## config.mk

```make
export PLATFORM = sky130hd
export DESIGN_NAME = ppmc_top
export DESIGN_NICKNAME = d
export VERILOG_FILES = /design/src/ppmc_pkg.sv /design/src/ppmc_sync.sv /design/src/ppmc_top.sv
export SDC_FILE = /design/constraint.sdc
export NUM_CORES = 1
export LEC_CHECK = 0
export ABC_AREA = 0
export ABC_CLOCK_PERIOD_IN_PS = 2800
export BUFFER_PORTS_ARGS = -buffer_cell sky130_fd_sc_hd__buf_4
export CAP_MARGIN = 25
export CELL_PAD_IN_SITES_DETAIL_PLACEMENT = 0
export CELL_PAD_IN_SITES_GLOBAL_PLACEMENT = 1
export CORE_AREA = 2 2 118 177
export CTS_CLUSTER_SIZE = 12
export DETAILED_ROUTE_END_ITERATION = 10
export DIE_AREA = 0 0 120 179
export MAX_ROUTING_LAYER = met4
export PLACE_DENSITY = 0.52
export SYNTH_ARGS = -nofsm -noshare
export SYNTH_HDL_FRONTEND = slang
export SYNTH_SLANG_ARGS = --single-unit
```

## constraint.sdc

```tcl
create_clock -name clock_i -period 2.8 [get_ports clock_i]
set_clock_uncertainty 0.2 [all_clocks]
set_input_delay 0.56 -clock clock_i [delete_from_list [all_inputs] [get_ports clock_i]]
set_output_delay 0.56 -clock clock_i [all_outputs]
set_load 0.05 [all_outputs]
```

## src/ppmc_pkg.sv

```systemverilog
// package for the per-port mode control and initialisation block
// assumes a single 100 MHz clock domain and a 32-bit avalon-mm register bus
package ppmc_pkg;

  // -------------------------------------------------------------------------
  // register map (byte addresses, one aligned word each)
  // -------------------------------------------------------------------------
  localparam logic [3:0] PPMC_ADDR_CTRL0 = 4'h0; // control register 0, port 0
  localparam logic [3:0] PPMC_ADDR_ADV0 = 4'h4;  // advertisement register 4, port 0
  localparam logic [3:0] PPMC_ADDR_CTRL1 = 4'h8; // control register 0, port 1
  localparam logic [3:0] PPMC_ADDR_ADV1 = 4'hc;  // advertisement register 4, port 1
  localparam logic [3:0] PPMC_ADDR_STAT = 4'h0;  // status word sits in a separate page
  localparam logic [1:0] PPMC_PAGE_PORT = 2'h0;
  localparam logic [1:0] PPMC_PAGE_STAT = 2'h1;
  localparam int PPMC_ADDR_W = 6;
  localparam int PPMC_NPORTS = 2;

  // -------------------------------------------------------------------------
  // field positions
  // -------------------------------------------------------------------------
  localparam int PPMC_C0_SPEED = 13;   // 1 = 100 Mbps
  localparam int PPMC_C0_ANEN = 12;    // autonegotiation enable
  localparam int PPMC_C0_DUPLEX = 8;   // 1 = full duplex
  localparam int PPMC_A4_100FD = 8;
  localparam int PPMC_A4_100HD = 7;
  localparam int PPMC_A4_10FD = 6;
  localparam int PPMC_A4_10HD = 5;
  localparam logic [15:0] PPMC_A4_SELECTOR = 16'h0001; // ieee 802.3 selector field
  localparam logic [15:0] PPMC_ZERO16 = 16'h0000;

  // strap pins of one port, sampled together
  typedef struct packed {
    logic fiber_select_pin; // low = fiber
    logic autoneg_cfg_pin;
    logic speed_cfg_pin;
    logic duplex_cfg_pin;
  } ppmc_strap_s;

  // per-port management register image
  typedef struct packed {
    logic [15:0] ctrl;
    logic [15:0] adv;
  } ppmc_regs_s;

  typedef enum logic [2:0] {
    PPMC_ST_RESET = 3'b001, // held in reset, straps tracked
    PPMC_ST_MDIO = 3'b010,  // management-interface control
    PPMC_ST_MANUAL = 3'b100 // manual pin control, writes blocked
  } ppmc_mode_e;

endpackage // ppmc_pkg

```

## src/ppmc_sync.sv

```systemverilog
// three-stage pin synchroniser with agreement filter
// assumes the pin is asynchronous to clock_i
module ppmc_sync import ppmc_pkg::*; #(
  parameter logic RESET_VAL = 1'b0
) (
  // clock and reset
  input wire logic clock_i,
  input wire logic reset_n_i,
  // pin and filtered level
  input wire logic pin_i,
  output logic level_o
);

  logic s1_r, s2_r, s3_r, level_r;
  logic level_nxt;

  // a change counts once stages two and three agree; stage one feeds stage two only
  always_comb begin
    level_nxt = level_r;
    if (s2_r == s3_r) begin
      level_nxt = s3_r;
    end
  end

  always_ff @(posedge clock_i or negedge reset_n_i) begin
    if (!reset_n_i) begin
      s1_r <= RESET_VAL;
      s2_r <= RESET_VAL;
      s3_r <= RESET_VAL;
      level_r <= RESET_VAL;
    end else begin
      s1_r <= pin_i;
      s2_r <= s1_r;
      s3_r <= s2_r;
      level_r <= level_nxt;
    end
  end

  assign level_o = level_r;

endmodule // ppmc_sync

```

## src/ppmc_top.sv

```systemverilog
// per-port control-mode selection and strap-driven register initialisation
// assumes software on avalon-mm, board pins asynchronous to clock_i
//
// Local design decisions: the Avalon-MM register port and the register addresses.
module ppmc_top import ppmc_pkg::*; #(
  parameter int NPORTS = PPMC_NPORTS
) (
  // clock and reset
  input wire logic clock_i,
  input wire logic reset_n_i,
  // device pins (asynchronous)
  input wire logic phy_reset_n_i,
  input wire logic power_down_pin_i,
  input wire logic [NPORTS-1:0] mgmt_disable_pin_i,
  input wire ppmc_strap_s [NPORTS-1:0] strap_i,
  // avalon-mm slave
  input wire logic [PPMC_ADDR_W-1:0] avs_address_i,
  input wire logic avs_read_i,
  input wire logic avs_write_i,
  input wire logic [31:0] avs_writedata_i,
  input wire logic [3:0] avs_byteenable_i,
  output logic [31:0] avs_readdata_o,
  output logic avs_waitrequest_o,
  // port state
  output logic [NPORTS-1:0] port_in_reset_o,
  output logic [NPORTS-1:0] port_manual_o,
  output logic low_power_o
);

  // -------------------------------------------------------------------------
  // pin synchronisers
  // -------------------------------------------------------------------------
  logic rst_pin_s, pd_pin_s;
  logic [NPORTS-1:0] md_s;
  ppmc_strap_s [NPORTS-1:0] strap_s;

  ppmc_sync #(.RESET_VAL(1'b0)) u_sync_rst (
    .clock_i(clock_i), .reset_n_i(reset_n_i), .pin_i(phy_reset_n_i), .level_o(rst_pin_s));
  ppmc_sync #(.RESET_VAL(1'b0)) u_sync_pd (
    .clock_i(clock_i), .reset_n_i(reset_n_i), .pin_i(power_down_pin_i), .level_o(pd_pin_s));

  // -------------------------------------------------------------------------
  // bus handshake
  // -------------------------------------------------------------------------
  logic ack_r, ack_nxt;
  logic [31:0] rdata_r, rdata_nxt;
  logic req;
  logic [1:0] page;
  logic [3:0] offs;

  assign req = avs_read_i | avs_write_i;
  assign page = avs_address_i[PPMC_ADDR_W-1:4];
  assign offs = avs_address_i[3:0];
  // one wait state: the answer is registered, so waitrequest drops the cycle after the request
  assign avs_waitrequest_o = req & ~ack_r;
  assign avs_readdata_o = rdata_r;

  logic [NPORTS-1:0] rst_hold;
  logic [NPORTS-1:0] manual_v;
  ppmc_regs_s [NPORTS-1:0] regs_v;
  logic [2*NPORTS-1:0] stat_v;

  // -------------------------------------------------------------------------
  // per-port mode machine and register image
  // -------------------------------------------------------------------------
  genvar gp;
  for (gp = 0; gp < NPORTS; gp++) begin : g_port
    ppmc_mode_e mode_r, mode_nxt;
    ppmc_strap_s cap_r, cap_nxt;
    ppmc_regs_s regs_r, regs_nxt;
    ppmc_regs_s dflt;
    logic wr_ctrl, wr_adv;
    logic [3:0] ctrl_off, adv_off;

    ppmc_sync #(.RESET_VAL(1'b0)) u_sync_md (
      .clock_i(clock_i), .reset_n_i(reset_n_i), .pin_i(mgmt_disable_pin_i[gp]),
      .level_o(md_s[gp]));
    for (genvar gb = 0; gb < 4; gb++) begin : g_strap
      ppmc_sync #(.RESET_VAL(1'b0)) u_sync_st (
        .clock_i(clock_i), .reset_n_i(reset_n_i), .pin_i(strap_i[gp][gb]),
        .level_o(strap_s[gp][gb]));
    end

    assign ctrl_off = (gp % 2 == 1) ? PPMC_ADDR_CTRL1 : PPMC_ADDR_CTRL0;
    assign adv_off = (gp % 2 == 1) ? PPMC_ADDR_ADV1 : PPMC_ADDR_ADV0;
    // manual mode blocks every bus write to this port's registers
    assign wr_ctrl = avs_write_i & ack_r & (page == PPMC_PAGE_PORT) & (offs == ctrl_off)
      & (mode_r == PPMC_ST_MDIO);
    assign wr_adv = avs_write_i & ack_r & (page == PPMC_PAGE_PORT) & (offs == adv_off)
      & (mode_r == PPMC_ST_MDIO);

    // strap decode into register 0 and register 4 defaults
    always_comb begin
      dflt.ctrl = PPMC_ZERO16;
      dflt.adv = PPMC_A4_SELECTOR;
      if (!cap_r.fiber_select_pin) begin
        dflt.ctrl[PPMC_C0_SPEED] = 1'b1;
        dflt.ctrl[PPMC_C0_DUPLEX] = cap_r.duplex_cfg_pin;
      end else if (cap_r.autoneg_cfg_pin) begin
        dflt.ctrl[PPMC_C0_ANEN] = 1'b1;
        dflt.ctrl[PPMC_C0_SPEED] = 1'b1;
        dflt.ctrl[PPMC_C0_DUPLEX] = 1'b1;
        // speed and duplex pick which abilities are advertised
        case ({cap_r.speed_cfg_pin, cap_r.duplex_cfg_pin})
          2'b11: begin
            dflt.adv[PPMC_A4_100FD] = 1'b1;
            dflt.adv[PPMC_A4_100HD] = 1'b1;
            dflt.adv[PPMC_A4_10FD] = 1'b1;
            dflt.adv[PPMC_A4_10HD] = 1'b1;
          end
          2'b10: begin
            dflt.adv[PPMC_A4_100FD] = 1'b1;
            dflt.adv[PPMC_A4_100HD] = 1'b1;
          end
          2'b01: begin
            dflt.adv[PPMC_A4_10FD] = 1'b1;
            dflt.adv[PPMC_A4_10HD] = 1'b1;
          end
          default: begin
            dflt.adv[PPMC_A4_100HD] = 1'b1;
            dflt.adv[PPMC_A4_10HD] = 1'b1;
          end
        endcase
      end else begin
        dflt.ctrl[PPMC_C0_SPEED] = cap_r.speed_cfg_pin;
        dflt.ctrl[PPMC_C0_DUPLEX] = cap_r.duplex_cfg_pin;
      end
    end

    // mode selection, strap capture and register update
    always_comb begin
      mode_nxt = mode_r;
      cap_nxt = cap_r;
      regs_nxt = regs_r;
      if (pd_pin_s) begin
        mode_nxt = PPMC_ST_RESET;
      end else if (!rst_pin_s) begin
        mode_nxt = PPMC_ST_RESET;
      end else begin
        case (mode_r)
          PPMC_ST_RESET: begin
            mode_nxt = md_s[gp] ? PPMC_ST_MANUAL : PPMC_ST_MDIO;
          end
          PPMC_ST_MDIO, PPMC_ST_MANUAL: begin
            mode_nxt = mode_r; // mode pin is only looked at when leaving reset
          end
          default: begin
            mode_nxt = PPMC_ST_RESET;
          end
        endcase
      end
      // straps track while held in reset; the last value before release stays
      if (mode_r == PPMC_ST_RESET) begin
        cap_nxt = strap_s[gp];
        regs_nxt = dflt;
      end else begin
        // only the two low lanes map onto the 16-bit registers
        for (int b = 0; b < 2; b++) begin
          if (avs_byteenable_i[b] && wr_ctrl) begin
            regs_nxt.ctrl[b*8 +: 8] = avs_writedata_i[b*8 +: 8];
          end
          if (avs_byteenable_i[b] && wr_adv) begin
            regs_nxt.adv[b*8 +: 8] = avs_writedata_i[b*8 +: 8];
          end
        end
      end
    end

    always_ff @(posedge clock_i or negedge reset_n_i) begin
      if (!reset_n_i) begin
        mode_r <= PPMC_ST_RESET;
        cap_r <= '0;
        regs_r <= '0;
      end else begin
        mode_r <= mode_nxt;
        cap_r <= cap_nxt;
        regs_r <= regs_nxt;
      end
    end

    assign rst_hold[gp] = (mode_r == PPMC_ST_RESET);
    assign manual_v[gp] = (mode_r == PPMC_ST_MANUAL);
    assign regs_v[gp] = regs_r;
    assign stat_v[2*gp +: 2] = {manual_v[gp], rst_hold[gp]};
  end

  // -------------------------------------------------------------------------
  // read mux and acknowledge
  // -------------------------------------------------------------------------
  always_comb begin
    ack_nxt = req & ~ack_r;
    rdata_nxt = rdata_r;
    if (avs_read_i && !ack_r) begin
      rdata_nxt = '0; // unmapped addresses read zero
      if (page == PPMC_PAGE_PORT) begin
        for (int p = 0; p < NPORTS; p++) begin
          if (offs == (p[0] ? PPMC_ADDR_CTRL1 : PPMC_ADDR_CTRL0)) begin
            rdata_nxt = {PPMC_ZERO16, regs_v[p].ctrl};
          end
          if (offs == (p[0] ? PPMC_ADDR_ADV1 : PPMC_ADDR_ADV0)) begin
            rdata_nxt = {PPMC_ZERO16, regs_v[p].adv};
          end
        end
      end else if (page == PPMC_PAGE_STAT && offs == PPMC_ADDR_STAT) begin
        rdata_nxt = {{(32-2*NPORTS-1){1'b0}}, pd_pin_s, stat_v};
      end
    end
  end

  always_ff @(posedge clock_i or negedge reset_n_i) begin
    if (!reset_n_i) begin
      ack_r <= 1'b0;
      rdata_r <= '0;
    end else begin
      ack_r <= ack_nxt;
      rdata_r <= rdata_nxt;
    end
  end

  assign port_in_reset_o = rst_hold;
  assign port_manual_o = manual_v;
  assign low_power_o = pd_pin_s;

endmodule // ppmc_top

```

==> metrics <==
H-tree Lvls 4; largest family of logic cells by synthesized area simple AND/OR/NAND/NOR gates; Final Hold Vio Count 0; area growth from synthesis to layout 23.6%; Finished Layout Cells roughly 860; worst hold-check path type in -> reg; register bit total from synthesis about 140; first-pass GRT wire length around 23 mm; Die X ~120 um; Clock Latency Late Sink ~0.41 ns; CP Class reg -> out; Clock transition at path regs approximately 0.06 ns; clock sinks between 100 and 150; f_max around 0.38 GHz; setup violators final 0; commonest non-fill, non-tap cell in the layout dfrtp_1; period utilisation layout around 93%; DRT iter0 DRCs between 200 and 250; worst slew pin tran 0.613 ns; ranking of synthesized cells by area dfrtp_1 (60%), mux2i_1 (5.6%), nand2_1 (5.2%), o21ai_1 (3.0%), buf_4 (2.3%); Syn Inst Count between 500 and 600; via count 4,016; Slew Viols, Final 0; library cells used by synthesis 48; Layout Nets about 650; simple-gate share of the synthesized area a little over an eighth; die area approximately 21,000 um^2; dpl cell area just under 7000 um^2; worst path cell trace or3b_1, inv_2, buf_4; post-CTS sizing 0; Antenna Cells 0; clk buf depth 2; Synth Warn # 0; clock root buffer clkbuf_16; final instance area 7310 um^2; vias in the first global route between 4,000 and 5,000; crit path max-delay cell type dfstp_2; post-synthesis async set-or-reset flop share 100%; gpl congestion around 0.8; share of cells above drive strength 1 a little under a quarter; CTS tree done; placed instance count 832; adder-cell share of the synthesized area under 10%; Largest stage delay, worst path between 0.5 and 0.6 ns; Worst EP required about 2 ns; grt total ovfl 0; Pwr Density between 700 and 800 nW/um^2; peak fanout along the critical path 5; total CTS buffers 17; Synth Area in Compound Gates slightly above 10%; I/O Pins between 90 and 100; leading area contributor after synthesis dfrtp_1; WL/cell 17.2 um; # DRC 0; starting density of the core 29.4%; Synth top area share 59.7%; Pwr Total about 0.0053 W; max-cap viol count 0; Slew headroom about three fifths; drt pass-1 iters 4; Mean Syn Cell Area 11.7 um^2; fin crit period between 2 and 3 ns; CP Capture Type output pin; Core ar. ~20,000 um^2; largest net degree at the start of global routing just over 60; status completed; number of antenna violations at the first check in global routing 0; Seq/Total Area, Yosys between 60% and 70%; # port buffers just over 60; fin util a little over a third; RSZ-0062 raised after global routing false; number of flops mapped to enable cells by yosys 0; most frequent cells in the layout dfrtp_1 (141), buf_4 (83), nand2_1 (82); # rows 64; chip height roughly 180 um; Post-Syn Area 5910 um^2; Tot GR Track Use 15.1%; static leakage around 3.5 nW; antenna viol nets, final 0; top_reg_cell synth dfrtp_1; # fillers between 1,500 and 2,000; crit path DAT roughly 1.9 ns; DP Wirelength roughly 10 mm; XOR/XNOR share of the synthesized area 0.148%; via-per-instance ratio approximately 4.7; Worst VDD drop 0.398 mV; final WL 14.8 mm; post-synthesis mux area share 9.39%; setup_tns 0 ns; Startpoint Class register
-- power by group --
group,internal (W),leakage [nW],total [W],switching (W)
combinational,0.000261,1.43,0.000752,0.000491
sequential,0.00223,1.83,0.00236,0.000122
clock,0.00135,0.266,0.00217,0.000824
total,0.00384,3.53,0.00528,0.00144
-- synth_stat cells (2+ instances only) --
library cell  count
nand2_1          82
dfstp_2           2
a22o_1           10
mux4_2            5
buf_2            11
nor4_2            2
nor3b_1           2
or3b_1            2
nor3_1            3
nor2_1           36
and4_1            2
a21oi_1          12
o21ai_0          13
nand3_1           3
a22oi_1           5
mux2_2           10
o21ai_1          36
buf_4            18
maj3_1           12
clkbuf_1          9
nor2b_1           6
inv_2             2
dfrtp_1         141
nand4_2           4
a221o_1           2
nand2b_1          4
nor3b_2           2
nand3b_1          3
and3_1            2
a41oi_1           2
mux2i_1          33
o22ai_1          14
-- routing by layer --
layer / track usage (%) / share of wire, %
met1: 16.8 / 41
met5: - / 0
met2: 26.8 / 55
met4: 5.78 / 1.9
met3: 2.77 / 2.9
-- sequential cells by signal, summed over array words and instances, names as in the netlist --
name and count:
g_port.regs_r 64, avs_readdata_o 16, g_port.cap_r 8, g_port.g_strap.u_sync_st.level_o 8, g_port.g_strap.u_sync_st.s1_r 8, g_port.g_strap.u_sync_st.s2_r 8, g_port.g_strap.u_sync_st.s3_r 8, g_port.mode_r 6
g_port.u_sync_md.level_o 2, g_port.u_sync_md.s1_r 2, g_port.u_sync_md.s2_r 2, g_port.u_sync_md.s3_r 2, ack_r 1, u_sync_pd.level_o 1, u_sync_pd.s1_r 1, u_sync_pd.s2_r 1
u_sync_pd.s3_r 1, u_sync_rst.level_o 1, u_sync_rst.s1_r 1, u_sync_rst.s2_r 1, u_sync_rst.s3_r 1
-- final timing paths --
| path | from | to | slack, ns | cells past startpoint |
|---|---|---|---|---|
| max | g_port[1].mode_r[0] | port_in_reset_o[1] | 0.19 | 3 |
| min | strap_i[0] | g_port[0].g_strap[0].u_sync_st.s1_r | 0.05 | 1 |
| max reg2reg | g_port[1].mode_r[0] | g_port[1].regs_r[25] | 0.53 | 6 |
| min reg2reg | g_port[1].g_strap[2].u_sync_st.s1_r | g_port[1].g_strap[2].u_sync_st.s2_r | 0.14 | 0 |
| max in group asynchronous | reset_n_i | g_port[0].regs_r[10] | 1.12 | 3 |
| min in group asynchronous | reset_n_i | g_port[0].regs_r[9] | 0.51 | 2 |
-- area by class of cell --
type	count	area [um^2]	share of cell area, %
Inverter	3	11.3	0.154
Multi-Input combinational cell	336	2140	29.3
Sequential cell	143	3580	49.0
Clock inverter	6	85.1	1.16
Clock buffer	24	472	6.46
Tap cell	264	330	4.52
Timing Repair Buffer	87	684	9.37
-- worst max-delay path: cells and delay by family (launching register included) --
kind / cells / cell delay [ns]
buffers and inverters: 2 / 0.36
flip-flops: 1 / 0.58
AND/OR/NAND/NOR: 1 / 0.49
-- per-stage QoR --
stage,hold slack [ns],worst slack [ns]
floorplan,0.0644,0.261
global placement,0.131,0.325
detailed placement,0.135,0.372
CTS,0.0303,0.132
global route,0.0287,0.111
finish,0.0482,0.188
-- what timing repair did --
action	4_1_cts	5_1_grt
buffers inserted	0	0
hold buffers	1	0
hold endpoints to repair	55	0
-- cell families after synthesis --
group	count (synthesis)
and+or+nand+nor	160
xor gates and xnor gates	1
buffers and inverters	42
adders and majority gates	12
other	1
DFF	143
AOI/OAI and AO/OA	99
muxes	48
No activity file was read; power rests on OpenSTA's default activity.
